--- config.mk ---
export PLATFORM = sky130hd
export DESIGN_NAME = cpu_core
export DESIGN_NICKNAME = d
export VERILOG_FILES = /design/src/shared/cpu_core_pkg.sv /design/src/cpu_core.sv
export SDC_FILE = /design/constraint.sdc
export NUM_CORES = 1
export LEC_CHECK = 0
export ABC_AREA = 0
export BUFFER_PORTS_ARGS = -buffer_cell sky130_fd_sc_hd__buf_4
export CELL_PAD_IN_SITES_DETAIL_PLACEMENT = 0
export CELL_PAD_IN_SITES_GLOBAL_PLACEMENT = 1
export CORE_UTILIZATION = 35
export CTS_BUF_LIST = sky130_fd_sc_hd__clkbuf_4
export DETAILED_ROUTE_END_ITERATION = 8
export PLACE_DENSITY_LB_ADDON = 0.1
export SLEW_MARGIN = 20
export SYNTH_ARGS = -nofsm -noshare
export SYNTH_HDL_FRONTEND = slang
export SYNTH_SLANG_ARGS = --single-unit
--- constraint.sdc ---
create_clock -name mclk_i -period 15.7 [get_ports mclk_i]
set_input_delay 3.14 -clock mclk_i [delete_from_list [all_inputs] [get_ports mclk_i]]
set_output_delay 3.14 -clock mclk_i [all_outputs]
set_load 0.01 [all_outputs]
--- src/shared/cpu_core_pkg.sv ---
// constants, opcode classes and states for the controller cpu core
package cpu_core_pkg;
   // address and stack geometry
   localparam int             AW        = 13;
   localparam logic [4:0]     ZPAD      = 5'h00;
   localparam logic [7:0]     SP_RESET  = 8'h7F;
   localparam logic [AW-1:0]  TCR_ADDR  = 13'h0009;
   // two-byte vectors in the top page
   localparam logic [AW-1:0]  VEC_TIMER = 13'h1FF8;
   localparam logic [AW-1:0]  VEC_EXT   = 13'h1FFA;
   localparam logic [AW-1:0]  VEC_TRAP  = 13'h1FFC;
   localparam logic [AW-1:0]  VEC_RESET = 13'h1FFE;
   // condition flag bits and timer control bits
   localparam int             CC_C = 0, CC_Z = 1, CC_N = 2, CC_I = 3, CC_H = 4;
   localparam logic [4:0]     CC_RESET  = 5'h08;
   localparam logic [2:0]     CC_PAD    = 3'h7;
   localparam int             TCR_MASK = 6, TCR_FLAG = 7;
   // external interrupt recognition modes
   localparam logic [1:0]     INT_FALL  = 2'h0, INT_ZERO = 2'h1;
   // push and pull byte counts
   localparam logic [2:0]     PUSH_LAST = 3'h4, CALL_LAST = 3'h1, RTS_FIRST = 3'h3;
   // opcode classes (high nibble)
   localparam logic [3:0]     HI_BTB = 4'h0, HI_BSC = 4'h1, HI_BRA = 4'h2, HI_RMW_DIR = 4'h3;
   localparam logic [3:0]     HI_RMW_A = 4'h4, HI_RMW_X = 4'h5, HI_RMW_IX1 = 4'h6;
   localparam logic [3:0]     HI_RMW_IX = 4'h7, HI_CTL0 = 4'h8, HI_CTL1 = 4'h9;
   localparam logic [3:0]     HI_IMM = 4'hA, HI_DIR = 4'hB, HI_EXT = 4'hC, HI_IX2 = 4'hD;
   localparam logic [3:0]     HI_IX1 = 4'hE, HI_IX = 4'hF;
   // control opcodes
   localparam logic [7:0]     OP_RTI = 8'h80, OP_RTS = 8'h81, OP_SWI = 8'h83, OP_TAX = 8'h97;
   localparam logic [7:0]     OP_CLC = 8'h98, OP_SEC = 8'h99, OP_CLI = 8'h9A, OP_SEI = 8'h9B;
   localparam logic [7:0]     OP_RSP = 8'h9C, OP_TXA = 8'h9F, OP_BSR = 8'hAD;
   // register/memory operations (low nibble)
   localparam logic [3:0]     L_SUB = 4'h0, L_CMP = 4'h1, L_SBC = 4'h2, L_CPX = 4'h3;
   localparam logic [3:0]     L_AND = 4'h4, L_BIT = 4'h5, L_LDA = 4'h6, L_STA = 4'h7;
   localparam logic [3:0]     L_EOR = 4'h8, L_ADC = 4'h9, L_ORA = 4'hA, L_ADD = 4'hB;
   localparam logic [3:0]     L_JMP = 4'hC, L_JSR = 4'hD, L_LDX = 4'hE, L_STX = 4'hF;
   // read-modify-write operations (low nibble)
   localparam logic [3:0]     R_NEG = 4'h0, R_COM = 4'h3, R_LSR = 4'h4, R_ROR = 4'h6;
   localparam logic [3:0]     R_ASR = 4'h7, R_LSL = 4'h8, R_ROL = 4'h9, R_DEC = 4'hA;
   localparam logic [3:0]     R_INC = 4'hC, R_TST = 4'hD, R_CLR = 4'hF;
   // sequencer states
   typedef enum logic [3:0] {
      S_RST, S_VECH, S_VECL, S_FETCH, S_DECODE, S_OPB1, S_OPB2,
      S_MEMRD, S_BRREL, S_PUSH, S_PULL, S_PULLC
   } state_t;
endpackage

--- src/cpu_core.sv ---
// instruction sequencer, alu and interrupt logic of the controller cpu
`timescale 1ns/1ps
module cpu_core
   import cpu_core_pkg::*;
(
   // clock and reset
   input  wire logic          mclk_i,
   input  wire logic          rst_i,
   // memory bus
   output logic [AW-1:0]      mem_addr_o,
   output logic               mem_rd_o,
   output logic               mem_wr_o,
   output logic [7:0]         mem_wdata_o,
   input  wire logic [7:0]    mem_rdata_i,
   // interrupt sources
   input  wire logic          ext_irq_n_i,
   input  wire logic [1:0]    int_mode_i,
   input  wire logic          timer_zero_i,
   // status
   output logic               irq_mask_o,
   output logic               tmr_flag_o,
   output logic               tmr_mask_o
);
   state_t state_reg, state_next;
   logic [7:0] a_reg, a_next, x_reg, x_next, sp_reg, sp_next, op_reg, op_next;
   logic [7:0] b1_reg, b1_next, wdata_reg, wdata_next;
   logic [AW-1:0] pc_reg, pc_next, ea_reg, ea_next, addr_reg, addr_next, mem_ea;
   logic [4:0] ccr_reg, ccr_next;
   logic [2:0] cnt_reg, cnt_next;
   logic call_reg, call_next, rd_reg, rd_next, wr_reg, wr_next, rdt_reg, rdt_next;
   logic ext_reg, ext_next, pin_reg, tflag_reg, tflag_next, tmask_reg, tmask_next;
   logic [7:0] din, opc, opnd, alu_r, rmw_m, rmw_r, push_byte;
   logic alu_c, alu_h, rmw_c, irq_take, go_mem, do_alu, do_rmw, tcr_wr, ext_set;
   logic [3:0] lo;
   logic [8:0] s9;

   // condition of a relative branch from its opcode
   function automatic logic br_cond(input logic [3:0] o, input logic [4:0] f,
                                    input logic pin);
      logic t;
      unique case (o[3:1])
         3'h0: t = 1'b1;
         3'h1: t = ~(f[CC_C] | f[CC_Z]);
         3'h2: t = ~f[CC_C];
         3'h3: t = ~f[CC_Z];
         3'h4: t = ~f[CC_H];
         3'h5: t = ~f[CC_N];
         3'h6: t = ~f[CC_I];
         3'h7: t = ~pin;
      endcase
      return t ^ o[0];
   endfunction

   function automatic logic [AW-1:0] rel(input logic [7:0] b);
      return {{(AW-8){b[7]}}, b};
   endfunction

   // internal timer control byte overrides the bus on reads of its address
   assign din = rdt_reg ? {tflag_reg, tmask_reg, 6'h00} : mem_rdata_i;
   assign opc = (state_reg == S_DECODE) ? din : op_reg;
   assign lo  = opc[3:0];
   assign tcr_wr = wr_reg && addr_reg == TCR_ADDR;
   assign irq_take = ~ccr_reg[CC_I] & (ext_reg | (tflag_reg & ~tmask_reg));

   // alu for register/memory ops
   always_comb
   begin
      opnd = (lo == L_CPX || lo == L_STX) ? x_reg : a_reg;
      unique case (lo)
         L_SUB, L_CMP, L_CPX: s9 = {1'b0, opnd} - {1'b0, din};
         L_SBC: s9 = {1'b0, opnd} - {1'b0, din} - {8'h00, ccr_reg[CC_C]};
         L_ADD: s9 = {1'b0, opnd} + {1'b0, din};
         L_ADC: s9 = {1'b0, opnd} + {1'b0, din} + {8'h00, ccr_reg[CC_C]};
         L_AND, L_BIT: s9 = {1'b0, opnd & din};
         L_EOR: s9 = {1'b0, opnd ^ din};
         L_ORA: s9 = {1'b0, opnd | din};
         L_LDA, L_LDX: s9 = {1'b0, din};
         default: s9 = {1'b0, opnd};
      endcase
      alu_r = s9[7:0];
      alu_c = s9[8];
      alu_h = opnd[4] ^ din[4] ^ alu_r[4];
      // modify operations; left shifts share one path
      rmw_m = (state_reg == S_MEMRD) ? din : (opc[4] ? x_reg : a_reg);
      rmw_c = ccr_reg[CC_C];
      unique case (lo)
         R_NEG: begin rmw_r = 8'h00 - rmw_m; rmw_c = rmw_m != 8'h00; end
         R_COM: begin rmw_r = ~rmw_m; rmw_c = 1'b1; end
         R_LSR: begin rmw_r = {1'b0, rmw_m[7:1]}; rmw_c = rmw_m[0]; end
         R_ROR: begin rmw_r = {ccr_reg[CC_C], rmw_m[7:1]}; rmw_c = rmw_m[0]; end
         R_ASR: begin rmw_r = {rmw_m[7], rmw_m[7:1]}; rmw_c = rmw_m[0]; end
         R_LSL: begin rmw_r = {rmw_m[6:0], 1'b0}; rmw_c = rmw_m[7]; end
         R_ROL: begin rmw_r = {rmw_m[6:0], ccr_reg[CC_C]}; rmw_c = rmw_m[7]; end
         R_DEC: rmw_r = rmw_m - 8'h01;
         R_INC: rmw_r = rmw_m + 8'h01;
         R_CLR: rmw_r = 8'h00;
         default: rmw_r = rmw_m;
      endcase
      unique case (cnt_reg)
         3'h0: push_byte = pc_reg[7:0];
         3'h1: push_byte = {{(16-AW){1'b0}}, pc_reg[AW-1:8]};
         3'h2: push_byte = x_reg;
         3'h3: push_byte = a_reg;
         default: push_byte = {CC_PAD, ccr_reg};
      endcase
   end

   // request latches; a new event wins over a clear in the same cycle
   always_comb
   begin
      unique case (int_mode_i)
         INT_FALL: ext_set = pin_reg & ~ext_irq_n_i;
         INT_ZERO: ext_set = pin_reg ^ ext_irq_n_i;
         default: ext_set = ~ext_irq_n_i;
      endcase
      // held until the trap is taken
      ext_next = ext_set | (ext_reg & ~(state_reg == S_FETCH && irq_take));
      // only a write of zero to bit 7 clears it
      tflag_next = timer_zero_i | (tflag_reg & ~(tcr_wr & ~wdata_reg[TCR_FLAG]));
      tmask_next = tcr_wr ? wdata_reg[TCR_MASK] : tmask_reg;
   end

   // sequencer: each state drives the bus for the next cycle
   always_comb
   begin
      state_next = state_reg;
      a_next = a_reg; x_next = x_reg; sp_next = sp_reg; pc_next = pc_reg;
      op_next = op_reg; b1_next = b1_reg; ea_next = ea_reg; ccr_next = ccr_reg;
      cnt_next = cnt_reg; call_next = call_reg; wdata_next = wdata_reg;
      addr_next = addr_reg; rd_next = 1'b0; wr_next = 1'b0;
      go_mem = 1'b0; mem_ea = ea_reg; do_alu = 1'b0; do_rmw = 1'b0;
      unique case (state_reg)
         S_RST:
         begin
            ea_next = VEC_RESET; addr_next = VEC_RESET; rd_next = 1'b1;
            state_next = S_VECH;
         end
         S_VECH:
         begin
            pc_next[AW-1:8] = din[AW-9:0];
            addr_next = {ea_reg[AW-1:1], 1'b1}; rd_next = 1'b1;
            state_next = S_VECL;
         end
         S_VECL:
         begin
            pc_next[7:0] = din;
            state_next = S_FETCH;
         end
         S_FETCH:
            if (irq_take)
            begin
               ea_next = ext_reg ? VEC_EXT : VEC_TIMER;
               cnt_next = 3'h0; call_next = 1'b0; state_next = S_PUSH;
            end
            else
            begin
               addr_next = pc_reg; rd_next = 1'b1;
               pc_next = pc_reg + 1'b1; state_next = S_DECODE;
            end
         S_DECODE:
         begin
            op_next = din;
            state_next = S_OPB1;
            addr_next = pc_reg; rd_next = 1'b1; pc_next = pc_reg + 1'b1;
            unique case (din[7:4])
               HI_RMW_A, HI_RMW_X:
               begin
                  do_rmw = 1'b1; rd_next = 1'b0; pc_next = pc_reg;
                  state_next = S_FETCH;
                  if (lo != R_TST && din[4]) x_next = rmw_r;
                  else if (lo != R_TST) a_next = rmw_r;
               end
               HI_RMW_IX, HI_IX:
               begin
                  rd_next = 1'b0; pc_next = pc_reg;
                  go_mem = 1'b1; mem_ea = {ZPAD, x_reg};
               end
               HI_CTL0, HI_CTL1:
               begin
                  rd_next = 1'b0; pc_next = pc_reg; state_next = S_FETCH;
                  // inherent control set; unknown codes do nothing
                  unique case (din)
                     OP_RTI: begin cnt_next = 3'h0; state_next = S_PULL; end
                     OP_RTS: begin cnt_next = RTS_FIRST; state_next = S_PULL; end
                     OP_SWI:
                     begin
                        ea_next = VEC_TRAP; cnt_next = 3'h0; call_next = 1'b0;
                        state_next = S_PUSH;
                     end
                     OP_TAX: x_next = a_reg;
                     OP_TXA: a_next = x_reg;
                     OP_CLC: ccr_next[CC_C] = 1'b0;
                     OP_SEC: ccr_next[CC_C] = 1'b1;
                     OP_CLI: ccr_next[CC_I] = 1'b0;
                     OP_SEI: ccr_next[CC_I] = 1'b1;
                     OP_RSP: sp_next = SP_RESET;
                     default: ;
                  endcase
               end
               HI_IMM:
                  // immediate store or jump runs as a no-op
                  if (din != OP_BSR && (lo == L_STA || lo == L_STX || lo == L_JMP))
                  begin
                     rd_next = 1'b0; pc_next = pc_reg; state_next = S_FETCH;
                  end
               default: ;
            endcase
         end
         S_OPB1:
         begin
            b1_next = din;
            state_next = S_FETCH;
            unique case (op_reg[7:4])
               HI_BRA:
                  if (br_cond(op_reg[3:0], ccr_reg, ext_irq_n_i)) pc_next = pc_reg + rel(din);
               HI_IMM:
                  if (op_reg == OP_BSR)
                  begin
                     ea_next = pc_reg + rel(din); cnt_next = 3'h0; call_next = 1'b1;
                     state_next = S_PUSH;
                  end
                  else do_alu = 1'b1;
               HI_BTB, HI_BSC, HI_RMW_DIR, HI_DIR:
               begin
                  go_mem = 1'b1; mem_ea = {ZPAD, din};
               end
               HI_RMW_IX1, HI_IX1:
               begin
                  go_mem = 1'b1; mem_ea = {ZPAD, din} + {ZPAD, x_reg};
               end
               default:
               begin
                  addr_next = pc_reg; rd_next = 1'b1; pc_next = pc_reg + 1'b1;
                  state_next = S_OPB2;
               end
            endcase
         end
         S_OPB2:
         begin
            go_mem = 1'b1;
            mem_ea = {b1_reg[AW-9:0], din} + ((op_reg[7:4] == HI_IX2) ? {ZPAD, x_reg} : '0);
         end
         S_MEMRD:
         begin
            state_next = S_FETCH;
            unique case (op_reg[7:4])
               HI_BTB:
               begin
                  ccr_next[CC_C] = din[op_reg[3:1]];
                  addr_next = pc_reg; rd_next = 1'b1; pc_next = pc_reg + 1'b1;
                  state_next = S_BRREL;
               end
               HI_BSC:
               begin
                  wdata_next = din;
                  wdata_next[op_reg[3:1]] = ~op_reg[0];
                  addr_next = ea_reg; wr_next = 1'b1;
               end
               HI_RMW_DIR, HI_RMW_IX1, HI_RMW_IX:
               begin
                  // write back to the same location
                  do_rmw = 1'b1; addr_next = ea_reg;
                  wr_next = lo != R_TST; wdata_next = rmw_r;
               end
               default: do_alu = 1'b1;
            endcase
         end
         S_BRREL:
         begin
            // set or clear sense from the opcode
            if (ccr_reg[CC_C] ^ op_reg[0]) pc_next = pc_reg + rel(din);
            state_next = S_FETCH;
         end
         S_PUSH:
         begin
            // mask further traps, then read vector high byte
            // the vector read needs its own cycle, the last push still holds the bus
            if (!call_reg && cnt_reg == PUSH_LAST + 3'h1)
            begin
               ccr_next[CC_I] = 1'b1; addr_next = ea_reg; rd_next = 1'b1;
               state_next = S_VECH;
            end
            else
            begin
               addr_next = {ZPAD, sp_reg}; wr_next = 1'b1; wdata_next = push_byte;
               sp_next = sp_reg - 8'h01; cnt_next = cnt_reg + 3'h1;
               if (call_reg && cnt_reg == CALL_LAST)
               begin
                  pc_next = ea_reg; state_next = S_FETCH;
               end
            end
         end
         S_PULL:
         begin
            sp_next = sp_reg + 8'h01;
            addr_next = {ZPAD, sp_next}; rd_next = 1'b1; state_next = S_PULLC;
         end
         S_PULLC:
         begin
            unique case (cnt_reg)
               3'h0: ccr_next = din[4:0];
               3'h1: a_next = din;
               3'h2: x_next = din;
               3'h3: pc_next[AW-1:8] = din[AW-9:0];
               default: pc_next[7:0] = din;
            endcase
            cnt_next = cnt_reg + 3'h1;
            state_next = (cnt_reg == PUSH_LAST) ? S_FETCH : S_PULL;
         end
         default: state_next = S_RST;
      endcase
      // memory operand dispatch for every memory mode
      if (go_mem)
      begin
         ea_next = mem_ea; addr_next = mem_ea; rd_next = 1'b1; state_next = S_MEMRD;
         if (opc[7])
            unique case (lo)
               L_STA, L_STX:
               begin
                  rd_next = 1'b0; wr_next = 1'b1; wdata_next = alu_r; do_alu = 1'b1;
                  state_next = S_FETCH;
               end
               L_JMP: begin rd_next = 1'b0; pc_next = mem_ea; state_next = S_FETCH; end
               L_JSR:
               begin
                  rd_next = 1'b0; cnt_next = 3'h0; call_next = 1'b1; state_next = S_PUSH;
               end
               default: ;
            endcase
      end
      if (do_alu)
      begin
         ccr_next[CC_N] = alu_r[7];
         ccr_next[CC_Z] = alu_r == 8'h00;
         if (lo inside {L_SUB, L_CMP, L_SBC, L_CPX, L_ADC, L_ADD}) ccr_next[CC_C] = alu_c;
         if (lo inside {L_ADC, L_ADD}) ccr_next[CC_H] = alu_h;
         if (lo inside {L_SUB, L_SBC, L_AND, L_LDA, L_EOR, L_ADC, L_ORA, L_ADD})
            a_next = alu_r;
         if (lo == L_LDX) x_next = alu_r;
      end
      if (do_rmw)
      begin
         ccr_next[CC_N] = rmw_r[7]; ccr_next[CC_Z] = rmw_r == 8'h00; ccr_next[CC_C] = rmw_c;
      end
      rdt_next = rd_next && addr_next == TCR_ADDR;
   end

   // state registers; reset leaves both masks set
   always_ff @(posedge mclk_i or posedge rst_i)
   begin
      if (rst_i)
      begin
         state_reg <= S_RST; a_reg <= 8'h00; x_reg <= 8'h00; sp_reg <= SP_RESET;
         pc_reg <= '0; op_reg <= 8'h00; b1_reg <= 8'h00; ea_reg <= '0;
         ccr_reg <= CC_RESET; cnt_reg <= 3'h0; call_reg <= 1'b0;
         wdata_reg <= 8'h00; addr_reg <= '0; rd_reg <= 1'b0; wr_reg <= 1'b0;
         rdt_reg <= 1'b0; ext_reg <= 1'b0; pin_reg <= 1'b1;
         tflag_reg <= 1'b0; tmask_reg <= 1'b1;
      end
      else
      begin
         state_reg <= state_next; a_reg <= a_next; x_reg <= x_next; sp_reg <= sp_next;
         pc_reg <= pc_next; op_reg <= op_next; b1_reg <= b1_next; ea_reg <= ea_next;
         ccr_reg <= ccr_next; cnt_reg <= cnt_next; call_reg <= call_next;
         wdata_reg <= wdata_next; addr_reg <= addr_next; rd_reg <= rd_next;
         wr_reg <= wr_next; rdt_reg <= rdt_next; ext_reg <= ext_next;
         pin_reg <= ext_irq_n_i; tflag_reg <= tflag_next; tmask_reg <= tmask_next;
      end
   end

   // outputs straight from flip-flops
   assign mem_addr_o = addr_reg;
   assign mem_rd_o = rd_reg;
   assign mem_wr_o = wr_reg;
   assign mem_wdata_o = wdata_reg;
   assign irq_mask_o = ccr_reg[CC_I];
   assign tmr_flag_o = tflag_reg;
   assign tmr_mask_o = tmask_reg;
endmodule

==> results.txt <==
- After layout, the worst path uses 56.0% of the clock period.
- Compared with the post-synthesis result, the final layout area differs by 7.42%.
- sky130_fd_sc_hd__nor2_1 is the most common cell in the netlist.
- STA classifies the critical path endpoint as a flop.
* CTS tree: yes
* Fraction of final layout cells sized beyond drive strength 1: 10.6%
* Detailed Route Iter0 Violations: 1593
- Post-CTS repair changed the size of 0 cells.
- Critical path type: input port to flop
- Static leakage power: 5.69 nW
- Largest area contributor in the synthesized netlist: sky130_fd_sc_hd__dfrtp_1
- The tree is rooted in a sky130_fd_sc_hd__clkbuf_4.
* Area of placed instances: 0.0139 sq mm
- Total power divided by cell area: 244 mW/mm^2
- The first global-routing pass estimated 94.5 mm of wire.
- Total global routing overflow: 0
- Post-route minimum period: 8.79 ns
- For this run, asynchronously set or reset flops after synthesis account for 100%.
* Die Area: 0.0382 sq mm
- Remaining antenna violation count after routing: 0
- Initial core utilization: 35.7%
- Proportion of synthesized chip area in sequential cells: 20.0%
- Derived from the worst setup path, the maximum achievable clock frequency is 0.114 GHz.
* Clock buffers created by TritonCTS: 9
- Layout Nets: 1843
* Final weighted congestion in routability-driven placement: 0.999
- Flip-flop and latch count after synthesis: 104
- Most used DFF post-synth: sky130_fd_sc_hd__dfrtp_1
- Worst skew pair latency: 0.55 ns
* Final instance area: 0.0141 sq mm
- The clock net in this run drives a total of 104 sinks.
* Aggregate routed wire length: 63.7 mm
- Clock-pin slew on the worst setup and hold paths: 0.20 ns
* HPWL after detailed placement: 47.9 mm
- Across all layers, the routed design uses 14700 vias.
- Required time worst endpoint: 16.16 ns
- Via count of the first global-routing pass: 13900
* Ordered cell list for the critical path: buf_4, nand2b_1, buf_4, inv_1, mux2i_1, inv_1, nor2_1, o21ai_2, mux2_2, inv_1, ha_1, fa_1, o21ba_2, o21ai_0, nor2b_1, or3b_2, a2111oi_0, xnor2_1, o22ai_1, o22ai_1, o211ai_1, o21a_1
- In this run the vertical extent of the chip is 195 um.
- Critical path peak fanout: 11
- Number of buffers added for setup after CTS: 0
- Die Width: 195 um
* Classification of the worst-slack hold path: flop to flop
* All-Layer GR Usage: 33.1%
- Max capacitance violation total: 0
- Synth warn: 0
* Number of max-slew violations in the final report: 0
- Largest cells by area after synthesis: sky130_fd_sc_hd__dfrtp_1 18%, sky130_fd_sc_hd__ha_1 7.1%, sky130_fd_sc_hd__o21ai_0 5.5%, sky130_fd_sc_hd__a21oi_1 5.0%, sky130_fd_sc_hd__nor2_1 4.9%
- Counting stages on the worst path, the most repeated cell is sky130_fd_sc_hd__inv_1.
- # IOs: 40
- Across the routed clock network, the largest skew measured is 0.0289 ns.
- The number of endpoints with negative hold slack in the final report came to 0.
- VDD sags by at most 156 uV.
* Max-slew headroom at the worst pin: 18.9%
- The run finished with clean final reports.
- In the final timing run, aggregate negative setup slack is 0 ns.
- Number of buffers added to fix hold violations after cts: 0
* Proportion of netlist area held by the largest area contributor: 18.0%
- Before antenna repair, the detailed router went through 8 iterations.
* Critical Path Max Stage Delay: 0.73 ns
- The worst setup path is launched from an input port.
- Maximum buffer depth of the clock tree: 2
- For this run, the number of standard cells in the final layout without fillers is 2224.
- Pin count of the biggest net entering global routing: 70
- Worst hold slack: 0.558 ns
- Counting every net in the synthesized netlist gives 1855.
* Arrival time at the worst endpoint: 9.25 ns
- Post-synthesis instance total: 1761
* Utilization of the core after routing: 38.3%
- Via/cell ratio: 6.63
* Transition time at the pin with the least slew margin: 1.18 ns
- Drt drc: 0
- Critical path's slowest cell: sky130_fd_sc_hd__mux2i_1
- Setup violations remaining at the end of the flow were counted as 0.
* Number of antenna violations at the first check in global routing: 2
* Unrepaired setup endpoints after global routing: no
* Top post-synthesis cells by count: 171 x sky130_fd_sc_hd__nor2_1, 158 x sky130_fd_sc_hd__nand2_1, 144 x sky130_fd_sc_hd__o21ai_0, 132 x sky130_fd_sc_hd__a21oi_1, 94 x sky130_fd_sc_hd__dfrtp_1
- Distinct cell type count after synthesis: 96
- In this run the standard cell core region covers 0.0367 sq mm.
- Average wire per standard cell: 28.6 um
- Count of H-tree levels built during CTS: 3
- FF-to-FF setup slack: 8.75 ns
* Cell area after technology mapping: 0.0131 sq mm
- Post-synth EDFFs: 0
- Once placement completed, the tool counted placed cells totaling 2206.
- Quantity of I/O buffers inserted on ports: 39
- Number of placement rows: 70
- Average cell area after synthesis: 7.44 sq um
[metrics by stage]
stage / power (W) / setup WS, ns
finish: 0.00343 / 6.91
global route: 0.00367 / 6.57
CTS: 0.00337 / 6.94
detailed placement: 0.00321 / 6.34
global placement: 0.00322 / 6.51
floorplan: 0.00233 / 7.68
[metal layers]
metal	GRT usage (%)	share of wire (%)	wire length (um)
met1	42.5	41	26200
met2	54.0	46	29300
met3	5.11	7.4	4720
met4	16.0	5.4	3450
met5	0	0	0
[report_power, final]
part           leakage, nW  total, W  switching [W]  internal (W)
clock               0.0643  0.000149       0.000115     0.0000343
combinational         4.40   0.00259        0.00161      0.000976
sequential            1.22  0.000694       0.000297      0.000397
total                 5.69   0.00343        0.00203       0.00141
[layout make-up]
cell class	count	area, sq um
diodes	2	5.00
flip-flops and latches	104	2620
well taps	468	586
clock buffers	9	67.6
multi-input cells	1469	9790
repair buffers	90	676
clock inverters	7	52.6
fillers	3878	22600
inverters	75	284
[cells in the final DEF (no fill, tap or decap), drive strengths merged, types with 25 or more instances in the layout]
cell type,count
nor2,171
xnor2,46
a31oi,32
nand3,65
mux2i,42
ha,74
dfrtp,94
o21ai,151
a22oi,25
a21oi,132
inv,79
o211ai,26
buf,90
o221ai,30
a221oi,37
nand2,158
nor3,42
nand2b,25
[kinds of logic after synthesis]
| group | count (synthesis) | synth area share (%) |
|---|---|---|
| AOI/OAI and AO/OA | 651 | 34.2 |
| xor gates and xnor gates | 64 | 4.28 |
| adders and majority gates | 80 | 7.98 |
| buffers and inverters | 188 | 5.57 |
| DFF | 104 | 20.0 |
| muxes | 60 | 5.11 |
| and+or+nand+nor | 614 | 22.9 |
[worst max-delay path: cells and delay by family]
kind,cells,cell delay [ns]
adder cells (fa/ha/maj),2,0.71
buffers and inverters,5,0.95
XOR/XNOR,1,0.20
AND/OR/NAND/NOR,4,1.05
multiplexers,2,1.05
AO/OA/AOI/OAI,8,2.13
[final timing paths]
path / endpoint / startpoint / cells past startpoint
max: ccr_reg[2] / mem_rdata_i[3] / 22
min: sp_reg[6] / sp_reg[6] / 2
max reg2reg: ccr_reg[2] / state_reg[0] / 22
min reg2reg: sp_reg[6] / sp_reg[6] / 2
max in group asynchronous: op_reg[4] / rst_i / 3
min in group asynchronous: b1_reg[4] / rst_i / 2
Note: power is estimated with default switching activity, not from simulation.
